==> config.mk <==
export PLATFORM = sky130hd
export DESIGN_NAME = flash_option_reset_config
export DESIGN_NICKNAME = d
export VERILOG_FILES = /design/src/optcfg_pkg.sv /design/src/flash_option_reset_config.sv
export SDC_FILE = /design/constraint.sdc
export NUM_CORES = 1
export LEC_CHECK = 0
export ABC_AREA = 1
export ABC_CLOCK_PERIOD_IN_PS = 2900
export BUFFER_PORTS_ARGS = -buffer_cell sky130_fd_sc_hd__clkbuf_2
export CAP_MARGIN = 20
export CORE_MARGIN = 5
export CORE_UTILIZATION = 40
export DETAILED_ROUTE_END_ITERATION = 7
export HOLD_SLACK_MARGIN = 0.1
export PLACE_DENSITY = 0.66
export SYNTH_ARGS = -nofsm -noshare
export SYNTH_HDL_FRONTEND = slang
export SYNTH_SLANG_ARGS = --single-unit
==> constraint.sdc <==
create_clock -name i_clk -period 2.9 [get_ports i_clk]
set_input_delay 0.58 -clock i_clk [delete_from_list [all_inputs] [get_ports i_clk]]
set_output_delay 0.58 -clock i_clk [all_outputs]
set_load 0.01 [all_outputs]
==> src/optcfg_pkg.sv <==
/*
 Package for the reset/clock option byte loader: register map, field positions,
 reset-wait counts and packed carriers.
 Assumes a 20 MHz system clock and a precision oscillator tick supplied as a pin.
*/
package optcfg_pkg;
   // ----------------------------------------------------------------------
   // Register map
   // ----------------------------------------------------------------------
   localparam logic [7:0] OPT_BYTE_INDEX = 8'h01;  // Printed offset (index)
   localparam logic [7:0] OPT_BYTE_ADDR  = 8'h04;  // Byte address, index times four
   localparam logic [7:0] CTRL_ADDR      = 8'h08;  // Flash grant and blocked status
   localparam logic [7:0] STAT_ADDR      = 8'h0C;  // Decoded state readback
   // ----------------------------------------------------------------------
   // Option byte fields
   // ----------------------------------------------------------------------
   localparam int WAIT_MSB  = 7;
   localparam int WAIT_LSB  = 6;
   localparam int GUARD_BIT = 5;
   localparam int MAIN_BIT  = 4;
   localparam int AUX_TYPE  = 1;
   localparam int AUX_BIT   = 0;
   localparam logic [7:0] OPT_MASK  = 8'hF3;  // Reserved bits 3:2 read zero
   localparam logic [7:0] OPT_RESET = 8'h00;
   // ----------------------------------------------------------------------
   // Reset wait counts in precision oscillator cycles
   // ----------------------------------------------------------------------
   localparam logic [13:0] WAIT_500   = 14'd500;
   localparam logic [13:0] WAIT_1000  = 14'd1000;
   localparam logic [13:0] WAIT_5000  = 14'd5000;
   localparam logic [13:0] WAIT_10000 = 14'd10000;
   // ----------------------------------------------------------------------
   // Carriers
   // ----------------------------------------------------------------------
   typedef struct packed {
      logic [1:0] wait_sel;
      logic       guard_on;
      logic       main_off;
      logic       aux_type;
      logic       aux_off;
   } opt_cfg_t;
   typedef struct packed {
      logic main_xtal_en;
      logic aux_osc_en;
      logic aux_xtal_mode;
   } osc_ctl_t;
endpackage : optcfg_pkg

==> src/flash_option_reset_config.sv <==
/*
 Option byte loader: latches the option byte at reset, times the reset wait,
 steers oscillators during reset and gates flash program/erase requests.
 Assumes the flash word, low-voltage flag and oscillator tick come from outside
 the clock domain; the bus master follows AXI4-Lite.
*/
// How it works
// - Wait field picks 500/1000/5000/10000 oscillator cycles
// - Guard bit blocks flash writes under low voltage
// - Main bit zero keeps crystal running in reset
// - Main bit one holds crystal off in reset
// - Main bit never selects system clock source
// - Aux type bit selects clock input or crystal
// - Aux bit zero keeps aux oscillator on in reset
// - Aux bit one turns aux oscillator off in reset
// - Flash writes need option guard and other locks
`timescale 1ns/1ns
module flash_option_reset_config
(
   input  wire logic                  i_clk,
   input  wire logic                  i_rst,
   input  wire logic [7:0]            i_flash_opt_byte,
   input  wire logic                  i_osc_tick,
   input  wire logic                  i_low_voltage,
   input  wire logic                  i_flash_req,
   input  wire logic                  i_ctl_unlocked,
   input  wire logic                  i_sector_open,
   input  wire logic                  i_awvalid,
   output logic                       o_awready,
   input  wire logic [7:0]            i_awaddr,
   input  wire logic                  i_wvalid,
   output logic                       o_wready,
   input  wire logic [31:0]           i_wdata,
   input  wire logic [3:0]            i_wstrb,
   output logic                       o_bvalid,
   input  wire logic                  i_bready,
   output logic [1:0]                 o_bresp,
   input  wire logic                  i_arvalid,
   output logic                       o_arready,
   input  wire logic [7:0]            i_araddr,
   output logic                       o_rvalid,
   input  wire logic                  i_rready,
   output logic [31:0]                o_rdata,
   output logic [1:0]                 o_rresp,
   output logic                       o_sys_reset,
   output optcfg_pkg::osc_ctl_t       o_osc,
   output logic                       o_flash_grant,
   output logic                       o_flash_blocked
);
   typedef enum logic [1:0] {LOAD, WAIT, RUN} phase_t;

   phase_t                 phase_q;
   optcfg_pkg::opt_cfg_t   cfg_q;
   logic [13:0]            cnt_q;
   logic [13:0]            target;
   logic [2:0]             tick_s_q;
   logic [1:0]             lv_s_q;
   logic [7:0]             opt_s1_q;
   logic [7:0]             opt_s2_q;
   logic                   tick_rise;
   logic                   blocked;
   logic                   aw_q;
   logic                   w_q;
   logic [7:0]             awaddr_q;
   logic [31:0]            wdata_q;
   logic [3:0]             wstrb_q;

   // ----------------------------------------------------------------------
   // Synchronisers
   // ----------------------------------------------------------------------
   // Two flops on every outside input; third tick stage only for edge detect
   always_ff @(posedge i_clk)
   begin
      tick_s_q <= {tick_s_q[1:0], i_osc_tick};
      lv_s_q   <= {lv_s_q[0], i_low_voltage};
      opt_s1_q <= i_flash_opt_byte;
      opt_s2_q <= opt_s1_q;
   end
   assign tick_rise = tick_s_q[1] & ~tick_s_q[2];

   // ----------------------------------------------------------------------
   // Reset sequence
   // ----------------------------------------------------------------------
   // Select the wait length from the latched field
   always_comb
   begin
      unique case (cfg_q.wait_sel)
         2'b00:   target = optcfg_pkg::WAIT_500;
         2'b01:   target = optcfg_pkg::WAIT_1000;
         2'b10:   target = optcfg_pkg::WAIT_5000;
         2'b11:   target = optcfg_pkg::WAIT_10000;
      endcase
   end

   // Latch the byte once, then count oscillator ticks before release
   always_ff @(posedge i_clk)
   begin
      if (i_rst)
      begin
         phase_q <= LOAD;
         cfg_q   <= '0;
         cnt_q   <= '0;
      end
      else
      begin
         unique case (phase_q)
            LOAD:
            begin
               cfg_q   <= optcfg_pkg::opt_cfg_t'({opt_s2_q[7:4], opt_s2_q[1:0]});
               cnt_q   <= '0;
               phase_q <= WAIT;
            end
            WAIT:
            begin
               if (tick_rise)
               begin
                  cnt_q <= cnt_q + 14'd1;
                  if (cnt_q + 14'd1 >= target)
                     phase_q <= RUN;
               end
            end
            RUN:
            begin
               phase_q <= RUN;
            end
         endcase
      end
   end

   // Reset output and oscillator enables during reset
   always_ff @(posedge i_clk)
   begin
      if (i_rst)
      begin
         o_sys_reset <= 1'b1;
         o_osc       <= '0;
      end
      else
      begin
         o_sys_reset        <= (phase_q != RUN);
         // Main bit affects only the reset period; clock select lives elsewhere
         o_osc.main_xtal_en <= (phase_q == RUN) | ~cfg_q.main_off;
         o_osc.aux_osc_en   <= (phase_q == RUN) | ~cfg_q.aux_off;
         o_osc.aux_xtal_mode <= cfg_q.aux_type;
      end
   end

   // ----------------------------------------------------------------------
   // Flash program/erase gating
   // ----------------------------------------------------------------------
   assign blocked = cfg_q.guard_on & lv_s_q[1];
   always_ff @(posedge i_clk)
   begin
      if (i_rst)
      begin
         o_flash_grant   <= 1'b0;
         o_flash_blocked <= 1'b0;
      end
      else
      begin
         o_flash_blocked <= blocked;
         o_flash_grant   <= i_flash_req & (phase_q == RUN) & ~blocked
                            & i_ctl_unlocked & i_sector_open;
      end
   end

   // ----------------------------------------------------------------------
   // AXI4-Lite slave
   // ----------------------------------------------------------------------
   // Write: take address and data in any order, answer when both are held
   always_ff @(posedge i_clk)
   begin
      if (i_rst)
      begin
         aw_q      <= 1'b0;
         w_q       <= 1'b0;
         o_awready <= 1'b1;
         o_wready  <= 1'b1;
         o_bvalid  <= 1'b0;
         o_bresp   <= 2'b00;
         awaddr_q <= '0;
         wdata_q  <= '0;
         wstrb_q  <= '0;
      end
      else
      begin
         if (i_awvalid & o_awready)
         begin
            aw_q      <= 1'b1;
            o_awready <= 1'b0;
            awaddr_q  <= i_awaddr;
         end
         if (i_wvalid & o_wready)
         begin
            w_q      <= 1'b1;
            o_wready <= 1'b0;
            wdata_q <= i_wdata;
            wstrb_q <= i_wstrb;
         end
         if (aw_q & w_q & ~o_bvalid)
         begin
            o_bvalid <= 1'b1;
            // Latched settings are fixed until next reset; option byte writes get OKAY but are ignored, other addresses get SLVERR
            o_bresp  <= (awaddr_q == optcfg_pkg::OPT_BYTE_ADDR) ? 2'b00 : 2'b10;
            aw_q     <= 1'b0;
            w_q      <= 1'b0;
         end
         else if (o_bvalid & i_bready)
         begin
            // Both channels reopen only once the response is taken
            o_bvalid  <= 1'b0;
            o_awready <= 1'b1;
            o_wready  <= 1'b1;
         end
      end
   end

   // Read: one cycle answer, unmapped gives SLVERR
   always_ff @(posedge i_clk)
   begin
      if (i_rst)
      begin
         o_rvalid  <= 1'b0;
         o_arready <= 1'b1;
         o_rdata   <= '0;
         o_rresp   <= 2'b00;
      end
      else if (i_arvalid & o_arready)
      begin
         o_rvalid  <= 1'b1;
         o_arready <= 1'b0;
         o_rresp   <= 2'b00;
         unique case (i_araddr)
            optcfg_pkg::OPT_BYTE_ADDR:
               o_rdata <= {24'h000000, {cfg_q[5:2], 2'b00, cfg_q[1:0]}
                           & optcfg_pkg::OPT_MASK};
            optcfg_pkg::CTRL_ADDR:
               o_rdata <= {30'h0, o_flash_blocked, o_flash_grant};
            optcfg_pkg::STAT_ADDR:
               o_rdata <= {16'h0000, phase_q, cnt_q};
            default:
            begin
               o_rdata <= '0;
               o_rresp <= 2'b10;
            end
         endcase
      end
      else if (o_rvalid & i_rready)
      begin
         o_rvalid  <= 1'b0;
         o_arready <= 1'b1;
      end
   end
endmodule : flash_option_reset_config

Word level (Yosys, flattened, before mapping) --
Cells that the tools add are included.
Word-level totals: word-level logic and storage cells 92, bits in registers 100
Cells by class: order comparisons 1, multiplexer cells 21, reduce and logical (&&, ||, !) cells 9, bitwise gates (word level) 20, eq/ne operators 12, $add $sub $neg 1
Operators by type and width (count):
- $pmux W14 S4 | 1
- $pmux W16 S3 | 1
- $pmux W14 S2 | 1
- $eq A8 B3 Y1 const B | 2
- $eq A8 B4 Y1 const B | 2
- $add A14 B1 Y14 const B | 1
- $ge A14 B14 Y1 | 1
- $mux W14 | 1
- $and A1 B1 Y1 | 13
- $mux W1 | 12
- $mux W2 | 4
- $eq A2 B2 Y1 const B | 3
- $ne A2 B2 Y1 const B | 3
- $pmux W2 S3 | 1
- $reduce_bool A2 Y1 | 3
- $not A1 Y1 | 5
- $eq A2 B1 Y1 const B | 2
- $logic_not A2 Y1 | 2
- $reduce_and A2 Y1 | 2
- $reduce_or A3 Y1 | 1
- $or A1 B1 Y1 | 2
- $reduce_or A2 Y1 | 1

Longest topological paths before layout --
Gate-level depths: netlist of the first run.
depth in word-level cells 6, mapped depth 20, gate-level depth less buffers 20

Worst setup path after synthesis of the first run --
OpenSTA, ideal clock, no wires.
path type reg2reg, from register cnt_q[2], to register phase_q[1], path slack 0.701 ns, required time 2.785 ns, stages on the path, launching flop included 18, library setup time 0.115 ns, data arrival time 2.084 ns, clock period less this slack 2.199 ns, path through dfxtp_1 > nand2_1 > nor2_2 > nand3_1 > nor2_1 > xor2_1 > ha_1 > a21o_1 > a21oi_1 > nand2_1 > nand2_1 > nand2_1 > nand2_1 > nand2_1 > nand2_1 > nand2_2 > a21oi_1 > nor2_1
On the way: cells in the longest elaborated chain, start to end 4
RTL lines:
- start: declaration | RTL line flash_option_reset_config.sv:54 | logic [13:0] cnt_q;
- start signal: assignment | RTL line flash_option_reset_config.sv:117 | cnt_q <= cnt_q + 14'd1;
- $add A14 B1 Y14 | RTL line flash_option_reset_config.sv:118 | if (cnt_q + 14'd1 >= target)
- $ge A14 B14 Y1 | RTL line flash_option_reset_config.sv:118
- $ne A2 B2 Y1 (no line)
- $reduce_and A2 Y1 (no line)
- end signal: assignment | RTL line flash_option_reset_config.sv:111 | phase_q <= WAIT;
- end signal: assignment | RTL line flash_option_reset_config.sv:119 | phase_q <= RUN;
- end signal: assignment | RTL line flash_option_reset_config.sv:124 | phase_q <= RUN;
- end: declaration | RTL line flash_option_reset_config.sv:52 | phase_t phase_q;
Every way passes these cells. A chain may end at the register's enable or synchronous reset.

Worst setup path after layout of the first run --
Same ends and word-level chain as after synthesis.

==> results.json, run 1 <==
{
  "status": "finished clean",
  "path_class": "flop to flop",
  "postCtsResizedCells": 0,
  "ys_ff_latch": 78,
  "dr_wl_met2_um": 3320,
  "fp-row-count": 33,
  "cpPeakStageDelay_ps": 400,
  "fin_cells": 599,
  "die_area_um2": 10300,
  "cp_max_fo": 5,
  "clockBufferDepth": 2,
  "placedCellCount": 583,
  "cp-end-kind": "flop",
  "clkTransAtPathRegs_ps": 90,
  "synth_edf_count": 0,
  "grt.overflow.total": 0,
  "io_buffers": 62,
  "die_w_um": 102,
  "drive_gt1_share_pct": 19.8,
  "place.gp.congestion": 0.910,
  "avgViaCountPerCell": 4.66,
  "tns_ps": 0,
  "power_density_nw_per_um2": 663,
  "cts_tree": "yes",
  "skew_ps": 13.7,
  "seqPwrFrac_pct": 48.2,
  "post-cts-setup-buffer-count": 0,
  "area_growth_pct": 16.2,
  "final_antenna_net_count": 0,
  "timing.final.crit_period_ps": 2560,
  "clk_latency_ps": 350,
  "hold_path_class": "input pin to flop",
  "grtUsageTotal_pct": 14.3,
  "max_freq_mhz": 391,
  "synth_flop_cell": "dfxtp_1",
  "critPathSlowestCell": "dfxtp_2",
  "drt-met1-wl_um": 3050,
  "tightest_slew_ps": 811,
  "arrival_ps": 2850,
  "io_pins": 119,
  "yosys_warnings": 0,
  "grt_pass1_wl_um": 11800,
  "die_y_um": 102,
  "holdBufCountCts": 0,
  "top_layer_used": "met4",
  "antenna_found_initial": 0,
  "intPower_w": 0.00171,
  "initial_utilization_pct": 40.9,
  "p_leak_nw": 1.80,
  "vdd_ir_drop_max_uv": 499,
  "n_antenna_cell": 0,
  "drcViolationCount": 0,
  "start_kind": "flop",
  "p_comb_share_pct": 22.0,
  "hpwl_um": 5240,
  "coreArea_um2": 8220,
  "power.share.clock_pct": 29.8,
  "postRouteWirelength_um": 6980,
  "final_max_slew_viol_count": 0,
  "syn_area_um2": 3360,
  "first_global_vias": 2669,
  "worstPathCellList": "nand2_1 > nor2_2 > nand3_1 > nor2_1 > xor2_1 > ha_1 > a21o_1 > a21oi_1 > nand2_1 > nand2_1 > nand2_1 > nand2_1 > nand2_1 > nand2_1 > nand2_2 > nand3_2 > nand2_1 > nor2_1",
  "min_period_over_period_pct": 88.2,
  "crit_top_cell": "nand2_1",
  "yosysSeqAreaShare_pct": 46.4,
  "async_reset_ff_share_pct": 0,
  "yosys.cell_types.count": 34,
  "setup_viol": 0,
  "hold_viol": 0,
  "p_sw_w": 0.000879,
  "nets": 580,
  "drt_iter0_drc": 151,
  "r2r_setup_slack_ps": 340,
  "required_ps": 3190,
  "clock-sinks": 78,
  "avgSynthCellArea_um2": 7.92,
  "via_count": 2792,
  "clockRootBuffer": "clkbuf_8",
  "cts_buffers": 9,
  "rsz0062_at_grt": "false",
  "fill_cells": 849,
  "cap_violations": 0,
  "switching_share_pct": 33.9,
  "met3_wirelength_um": 465,
  "grt_max_degree": 33,
  "wl_per_cell_um": 11.7,
  "slew_headroom_pct": 45.9,
  "h-tree-depth": 3,
  "synth_cells": 425,
  "first_pass_iters": 4
}
cells by family after synthesis:
| group | after synthesis | synth area share [%] |
|---|---|---|
| xor+xnor | 11 | 3.09 |
| other cells | 1 | 0.111 |
| simple gates | 150 | 18.8 |
| compound gates | 88 | 13.7 |
| buf+inv | 78 | 10.8 |
| flops | 78 | 46.4 |
| fa+ha+maj | 19 | 7.07 |
synth_stat cells (2+ instances only):
library cell / count / area [um2]
o21ai_0: 36 / 180
nand3_2: 2 / 20.0
nor3_2: 2 / 20.0
buf_4: 18 / 135
nand3_1: 6 / 30.0
buf_2: 3 / 15.0
xnor2_1: 3 / 26.3
nand2_2: 3 / 18.8
inv_1: 46 / 173
nor2_2: 4 / 25.0
xor2_1: 7 / 61.3
nor2_1: 34 / 128
a21oi_1: 43 / 215
nand2_1: 90 / 338
o22ai_1: 2 / 12.5
nor3_1: 4 / 20.0
dfxtp_1: 78 / 1560
clkbuf_1: 8 / 30.0
nor4_1: 3 / 18.8
ha_1: 19 / 238
layer usage:
layer | track usage (%) | vias to the layer above
met5 | 0 | -
met2 | 24.0 | 74
met3 | 3.51 | 12
met1 | 17.2 | 1250
met4 | 6.24 | 0
li1 | - | 1456
cells in the final DEF, fill, tap and decap left out, types with 2 or more instances in the layout:
cell and n:
ha_1 19, buf_4 4, nand3_2 2, inv_8 2, clkbuf_2 62, clkinvlp_4 2, nor2_2 4, nor2_1 34
xor2_1 7, nor3_1 3, nor3_2 3, inv_1 46, nand2_2 3, conb_1 18, o22ai_1 2, nand3_1 6
dfxtp_1 77, nand2_1 90, clkbuf_8 9, o21ai_0 36, inv_6 2, nor4_1 3, a21oi_1 43, xnor2_1 3
worst max-delay path, delay by kind of cell (launching register included):
kind / cells / cell delay (ps)
AO/OA/AOI/OAI: 2 / 290
adder cells (fa/ha/maj): 1 / 290
flip-flops: 1 / 400
XOR/XNOR: 1 / 250
AND/OR/NAND/NOR: 14 / 1280
registers in the layout, summed over array words and instances, names as in the netlist:
| name | count |
|---|---|
| o_sys_reset | 1 |
| cnt_q | 14 |
| o_arready | 1 |
| o_wready | 1 |
| o_rdata | 16 |
| o_flash_blocked | 1 |
| tick_s_q | 3 |
| w_q | 1 |
| opt_s2_q | 6 |
| aw_q | 1 |
| o_awready | 1 |
| opt_s1_q | 6 |
| awaddr_q | 8 |
| o_osc | 3 |
| o_rvalid | 1 |
| o_rresp | 1 |
| cfg_q | 6 |
| o_bresp | 1 |
| phase_q | 2 |
| o_bvalid | 1 |
| lv_s_q | 2 |
| o_flash_grant | 1 |
metrics by stage:
step | utilization, % | hold WS, ps | total power, W | setup slack, ps | instance area [um2]
finish | 47.6 | 321 | 0.00259 | 343 | 3910
global route | 47.6 | 300 | 0.00278 | 29.0 | 3910
CTS | 47.5 | 309 | 0.00262 | 270 | 3900
detailed placement | 45.2 | 312 | 0.00184 | 314 | 3720
global placement | 45.2 | 311 | 0.00183 | 345 | 3720
floorplan | - | 310 | 0.00169 | 701 | 3430
worst paths after layout:
kind	startpoint	endpoint	cells after the start
worst min-delay path	i_low_voltage	lv_s_q[0]$_DFF_P_	1
worst max register to register	cnt_q[2]$_SDFFE_PP0P_	phase_q[1]$_SDFFE_PP0P_	18
worst min register to register	tick_s_q[0]$_DFF_P_	tick_s_q[1]$_DFF_P_	0
worst max-delay path	cnt_q[2]$_SDFFE_PP0P_	phase_q[1]$_SDFFE_PP0P_	18
layout make-up:
cell class                 instances  area [um2]  share of cell area [%]
clock buffer                       9         124                    3.17
timing repair buffer              66         340                    8.70
sequential                        78        1560                    40.0
clock inverter                     7        63.8                    1.63
multi-input combinational        286        1510                    38.6
tap                              105         131                    3.36
inverter                          48         180                    4.61
power by group through the flow:
| stage | registers [W] | clock network [W] | logic, W |
|---|---|---|---|
| after floorplan | 0.00127 | 0 | 0.000420 |
| after global placement | 0.00127 | 0 | 0.000557 |
| after detailed placement | 0.00128 | 0 | 0.000569 |
| after CTS | 0.00125 | 0.000792 | 0.000574 |
| after global routing | 0.00126 | 0.000842 | 0.000677 |
| final | 0.00125 | 0.000772 | 0.000570 |
No activity file was read; power rests on OpenSTA's default activity.
==> run 2, diff against run 1 <==
--- a/config.mk
+++ b/config.mk
@@ -5,15 +5,16 @@
 export SDC_FILE = /design/constraint.sdc
 export NUM_CORES = 1
 export LEC_CHECK = 0
-export ABC_AREA = 1
+export ABC_AREA = 0
 export ABC_CLOCK_PERIOD_IN_PS = 2900
-export BUFFER_PORTS_ARGS = -buffer_cell sky130_fd_sc_hd__clkbuf_2
+export BUFFER_PORTS_ARGS = -buffer_cell sky130_fd_sc_hd__buf_4
 export CAP_MARGIN = 20
 export CORE_MARGIN = 5
 export CORE_UTILIZATION = 40
 export DETAILED_ROUTE_END_ITERATION = 7
 export HOLD_SLACK_MARGIN = 0.1
 export PLACE_DENSITY = 0.66
+export SKIP_CTS_REPAIR_TIMING = 1
 export SYNTH_ARGS = -nofsm -noshare
 export SYNTH_HDL_FRONTEND = slang
 export SYNTH_SLANG_ARGS = --single-unit
==> results.json, run 2 <==
{
  "critPathSlowestCell": "dfxtp_1",
  "required_ps": 3150,
  "top_register": "o_rdata",
  "hold_path_class": "input pin to flop",
  "cp_max_fo": 6,
  "final_max_slew_viol_count": 0,
  "tightest_slew_ps": 722,
  "fin_ws_ps": 193,
  "power.share.clock_pct": 30.2,
  "first_pass_iters": 4,
  "r2r-start": "cnt_q[10]$_SDFFE_PP0P_",
  "largest_register_ff_count": 16,
  "clkTransAtPathRegs_ps": 90,
  "seqPwrFrac_pct": 46.5,
  "cpPeakStageDelay_ps": 470,
  "clock-sinks": 78,
  "postRouteWirelength_um": 7650,
  "avgSynthCellArea_um2": 8.95,
  "die_w_um": 103,
  "yosysSeqAreaShare_pct": 45.4,
  "drive_gt1_share_pct": 23.0,
  "p_comb_share_pct": 23.4,
  "first_global_vias": 2508,
  "layout_common_cells": "77 x dfxtp_1, 77 x buf_4, 59 x nor2_1",
  "grt_pass1_wl_um": 11900,
  "antenna_found_initial": 0,
  "max_freq_mhz": 369,
  "start_kind": "flop",
  "synth_flop_cell": "dfxtp_1",
  "yosys_warnings": 0,
  "cts_tree": "yes",
  "worstSetupEndpoint": "phase_q[0]$_SDFFE_PP0P_",
  "area_growth_pct": 21.8,
  "clockBufferDepth": 2,
  "tns_ps": 0,
  "setup_viol": 0,
  "yosysMostFrequentCell": "dfxtp_1",
  "yosys-top-cells-count": "78 x dfxtp_1, 59 x nor2_1, 30 x a21oi_1",
  "cp-end-kind": "flop",
  "nets": 542,
  "grt_max_degree": 62,
  "async_reset_ff_share_pct": 0,
  "skew_ps": 10.4,
  "die_y_um": 103,
  "arrival_ps": 2960,
  "clk_latency_ps": 360,
  "initial_utilization_pct": 41.4,
  "p_sw_w": 0.000853,
  "final_antenna_net_count": 0,
  "via_count": 2792,
  "grt.overflow.total": 0,
  "rsz0062_at_grt": "false",
  "hpwl_um": 5650,
  "intPower_w": 0.00174,
  "io_pins": 119,
  "worstPathCellList": "nand4_1 > nor4_1 > buf_4 > xor2_1 > ha_1 > nor3_1 > o41a_1 > a41oi_2 > a31o_2 > mux2_4",
  "slew_headroom_pct": 51.8,
  "critical_path.startpoint": "cnt_q[10]$_SDFFE_PP0P_",
  "n_antenna_cell": 0,
  "fp-row-count": 33,
  "synth_cells": 384,
  "vdd_ir_drop_max_uv": 394,
  "cts_buffers": 9,
  "reg_top3": "o_rdata x16, cnt_q x14, awaddr_q x8",
  "io_buffers": 62,
  "synth_area_leaders": "dfxtp_1 45%, ha_1 6.9%, nor2_1 6.4%, a21oi_1 4.4%, buf_4 4.4%",
  "drt_iter0_drc": 196,
  "reg2regPathDepth": 10,
  "place.gp.congestion": 0.811,
  "hold_viol": 0,
  "status": "finished clean",
  "timing.final.crit_period_ps": 2710,
  "syn_area_um2": 3440,
  "coreArea_um2": 8300,
  "dpl_worst_slack_ps": 119,
  "clockRootBuffer": "clkbuf_8",
  "synth_edf_count": 0,
  "drcViolationCount": 0,
  "r2r_setup_slack_ps": 190,
  "grtUsageTotal_pct": 14.4,
  "r2r_end": "phase_q[0]$_SDFFE_PP0P_",
  "path_class": "flop to flop",
  "h-tree-depth": 3,
  "avgViaCountPerCell": 4.98,
  "switching_share_pct": 32.9,
  "p_leak_nw": 1.84,
  "yosys.cell_types.count": 48,
  "synth_top_area_share_pct": 45.4,
  "wl_per_cell_um": 13.6,
  "min_period_over_period_pct": 93.4,
  "ys_ff_latch": 78,
  "synth_top_area_cell": "dfxtp_1",
  "die_area_um2": 10500,
  "power_density_nw_per_um2": 620,
  "cap_violations": 0
}
run 2: area by class of cell:
cell class / instances / area [um2]
clock buffer: 9 / 124
clock inverter: 7 / 63.8
fill: 797 / 4120
inverter: 15 / 56.3
multi-input combinational: 270 / 1670
sequential: 78 / 1560
tap: 105 / 131
timing repair buffer: 77 / 578
run 2: kinds of logic (layout without fill, tap and decap cells):
logic type               Yosys count  after routing  share of synthesized area [%]
AND/OR/NAND/NOR                  133            133                           18.5
other                              1             18                          0.109
adder cells (fa/ha/maj)           19             19                           6.92
AO/OA/AOI/OAI                     76             76                           14.2
multiplexers                      14             14                           4.30
flip-flops                        78             78                           45.4
buffers and inverters             53            108                           8.05
XOR/XNOR                          10             10                           2.55
run 2: worst max-delay path: cells and delay by family (launching register included):
family	cells	cell delay, ps
AND/OR/NAND/NOR	3	480
flip-flops	1	470
buffers and inverters	1	170
XOR/XNOR	1	220
adder cells (fa/ha/maj)	1	230
multiplexers	1	300
AO/OA/AOI/OAI	3	730
run 2: layer usage:
layer | wire, um | share of wire, % | track usage (%) | up-vias
li1 | - | - | - | 1422
met5 | 0 | 0 | 0 | -
met2 | 3460 | 45 | 21.8 | 85
met3 | 492 | 6.4 | 3.04 | 10
met4 | 126 | 1.6 | 6.16 | 0
met1 | 3570 | 47 | 19.8 | 1275
run 2: worst min path at each step:
stage                          endpoint  slack (ps)  cells after the start                 from
floorplan             lv_s_q[1]$_DFF_P_         310                      0    lv_s_q[0]$_DFF_P_
global placement    opt_s2_q[6]$_DFF_P_         310                      0  opt_s1_q[6]$_DFF_P_
detailed placement  tick_s_q[1]$_DFF_P_         310                      0  tick_s_q[0]$_DFF_P_
CTS                 opt_s1_q[0]$_DFF_P_         310                      1  i_flash_opt_byte[0]
global route          lv_s_q[0]$_DFF_P_         300                      1        i_low_voltage
finish              opt_s1_q[0]$_DFF_P_         320                      1  i_flash_opt_byte[0]
run 2: power groups by stage:
stage,registers [W],logic [W],clock network [W]
6_report,0.00121,0.000606,0.000782
5_1_grt,0.00122,0.000679,0.000847
4_1_cts,0.00121,0.000609,0.000802
3_5_place_dp,0.00123,0.000605,0
3_3_place_gp,0.00123,0.000588,0
2_1_floorplan,0.00122,0.000448,0
run 2: stage by stage:
step / cell area [um2] / total power [W] / cells / utilization, % / hold WS (ps)
after floorplan: 3500 / 0.00167 / 401 / - / 310
after CTS: 4180 / 0.00262 / 561 / 50.3 / 310
after global routing: 4180 / 0.00274 / 561 / 50.4 / 297
final: 4180 / 0.00259 / 561 / 50.4 / 319
after global placement: 3990 / 0.00182 / 545 / 48.1 / 311
after detailed placement: 3990 / 0.00184 / 545 / 48.1 / 314
==> run 3, diff against run 2 <==
--- a/config.mk
+++ b/config.mk
@@ -11,7 +11,9 @@
 export CAP_MARGIN = 20
 export CORE_MARGIN = 5
 export CORE_UTILIZATION = 40
+export CTS_BUF_LIST = sky130_fd_sc_hd__clkbuf_4 sky130_fd_sc_hd__clkbuf_8
 export DETAILED_ROUTE_END_ITERATION = 7
+export GPL_TIMING_DRIVEN = 0
 export HOLD_SLACK_MARGIN = 0.1
 export PLACE_DENSITY = 0.66
 export SKIP_CTS_REPAIR_TIMING = 1
==> results.json, run 3 (same netlist as run 2, synthesis figures left out) <==
{
  "coreArea_um2": 8300,
  "clockBufferDepth": 2,
  "die_y_um": 103,
  "drt_iter0_drc": 127,
  "switching_share_pct": 30.2,
  "largest_register_ff_count": 16,
  "postRouteWirelength_um": 7910,
  "die_w_um": 103,
  "place.gp.congestion": 0.806,
  "rsz0062_at_grt": "false",
  "slew_headroom_pct": 42.9,
  "tightest_slew_ps": 854,
  "start_kind": "flop",
  "nets": 563,
  "vdd_ir_drop_max_uv": 411,
  "drive_gt1_share_pct": 24.3,
  "die_area_um2": 10500,
  "clock-sinks": 78,
  "placedCellCount": 565,
  "h-tree-depth": 3,
  "final_antenna_net_count": 0,
  "fill_cells": 783,
  "skew_ps": 9.58,
  "grt.overflow.total": 0,
  "setup_viol": 0,
  "first_global_vias": 2597,
  "intPower_w": 0.00193,
  "required_ps": 3150,
  "initial_utilization_pct": 41.4,
  "arrival_ps": 2930,
  "grt_pass1_wl_um": 12400,
  "p_comb_share_pct": 23.0,
  "seqPwrFrac_pct": 43.6,
  "wl_per_cell_um": 13.6,
  "final_max_slew_viol_count": 0,
  "hold_path_class": "input pin to flop",
  "power_density_nw_per_um2": 634,
  "drcViolationCount": 0,
  "layout_common_cells": "81 x buf_4, 75 x dfxtp_1, 58 x nor2_1",
  "reg_top3": "o_rdata x16, cnt_q x14, awaddr_q x8",
  "via_count": 2822,
  "clkTransAtPathRegs_ps": 90,
  "p_sw_w": 0.000834,
  "area_growth_pct": 26.7,
  "cts_buffers": 9,
  "io_pins": 119,
  "antenna_found_initial": 0,
  "p_leak_nw": 1.94,
  "min_period_over_period_pct": 92.5,
  "path_class": "flop to flop",
  "final_common_cell": "buf_4",
  "timing.final.crit_period_ps": 2680,
  "cap_violations": 0,
  "power.share.clock_pct": 33.4,
  "io_buffers": 59,
  "grtUsageTotal_pct": 15.2,
  "max_freq_mhz": 373,
  "utilization_pct": 52.4,
  "cp_max_fo": 10,
  "reg2regPathDepth": 10,
  "clockRootBuffer": "clkbuf_8",
  "top_register": "o_rdata",
  "cts_tree": "yes",
  "cp-end-kind": "flop",
  "first_pass_iters": 4,
  "status": "finished clean",
  "min_path_cells": 1,
  "fp-row-count": 33,
  "clk_latency_ps": 350,
  "hpwl_um": 6030,
  "hold_viol": 0,
  "fin_cells": 582,
  "grt_max_degree": 16,
  "avgViaCountPerCell": 4.85,
  "n_antenna_cell": 0
}
==> run 3: changes by cell type in the layout (fill, tap and decap cells not counted), sizes merged <==
cell	delta
buf	+10
bufinv	+2
clkbuf	+11
clkinvlp	-2
==> run 3: layout make-up <==
type                            count  area, um2  area share (%)
Tap cell                          105        131            3.02
Inverter                           15       56.3            1.29
Clock buffer                        9        124            2.85
Timing Repair Buffer               61        458            10.5
Multi-Input combinational cell    270       1700            39.0
Buffer                             37        216            4.97
Sequential cell                    78       1570            36.0
Clock inverter                      7        103            2.36
==> run 3: final timing paths <==
kind	startpoint	slack (ps)	to
hold / removal	i_flash_opt_byte[0]	320	opt_s1_q[0]$_DFF_P_
hold reg to reg	lv_s_q[0]$_DFF_P_	330	lv_s_q[1]$_DFF_P_
setup / recovery	cnt_q[4]$_SDFFE_PP0P_	220	phase_q[0]$_SDFFE_PP0P_
setup reg to reg	cnt_q[4]$_SDFFE_PP0P_	220	phase_q[0]$_SDFFE_PP0P_
==> run 3: worst max-delay path, stage by stage, from the launching register on <==
cell and delay (ps):
dfxtp_1 310, buf_2 190, nand3_4 170, nor2_2 240
nand3_1 140, xnor2_1 150, ha_1 300, nor2b_1 130
a311o_1 360, a31o_2 270, mux2_4 300
==> run 3: stage by stage <==
stage | setup TNS, ps | hold WS [ps] | instance area, um2 | worst slack [ps] | total power, W
after global routing | 0 | 304 | 4350 | 26.2 | 0.00291
after CTS | -107 | 309 | 4300 | -107 | 0.00278
after detailed placement | -88.9 | 312 | 4070 | -88.9 | 0.00186
after global placement | -111 | 310 | 4070 | -111 | 0.00185
after floorplan | 0 | 310 | 3500 | 255 | 0.00167
final | 0 | 321 | 4350 | 219 | 0.00276
==> run 3: metal layers <==
metal  track usage, %  wire (um)
met3             3.59        557
met4             6.05        130
met5                0          0
met2             23.4       3590
met1             20.6       3620
==> run 3: power groups by stage <==
stage,clock (W),sequential [W],combinational [W]
final,0.000922,0.00120,0.000634
after global routing,0.000983,0.00122,0.000714
after CTS,0.000943,0.00120,0.000637
after detailed placement,0,0.00123,0.000632
after global placement,0,0.00123,0.000621
after floorplan,0,0.00122,0.000448
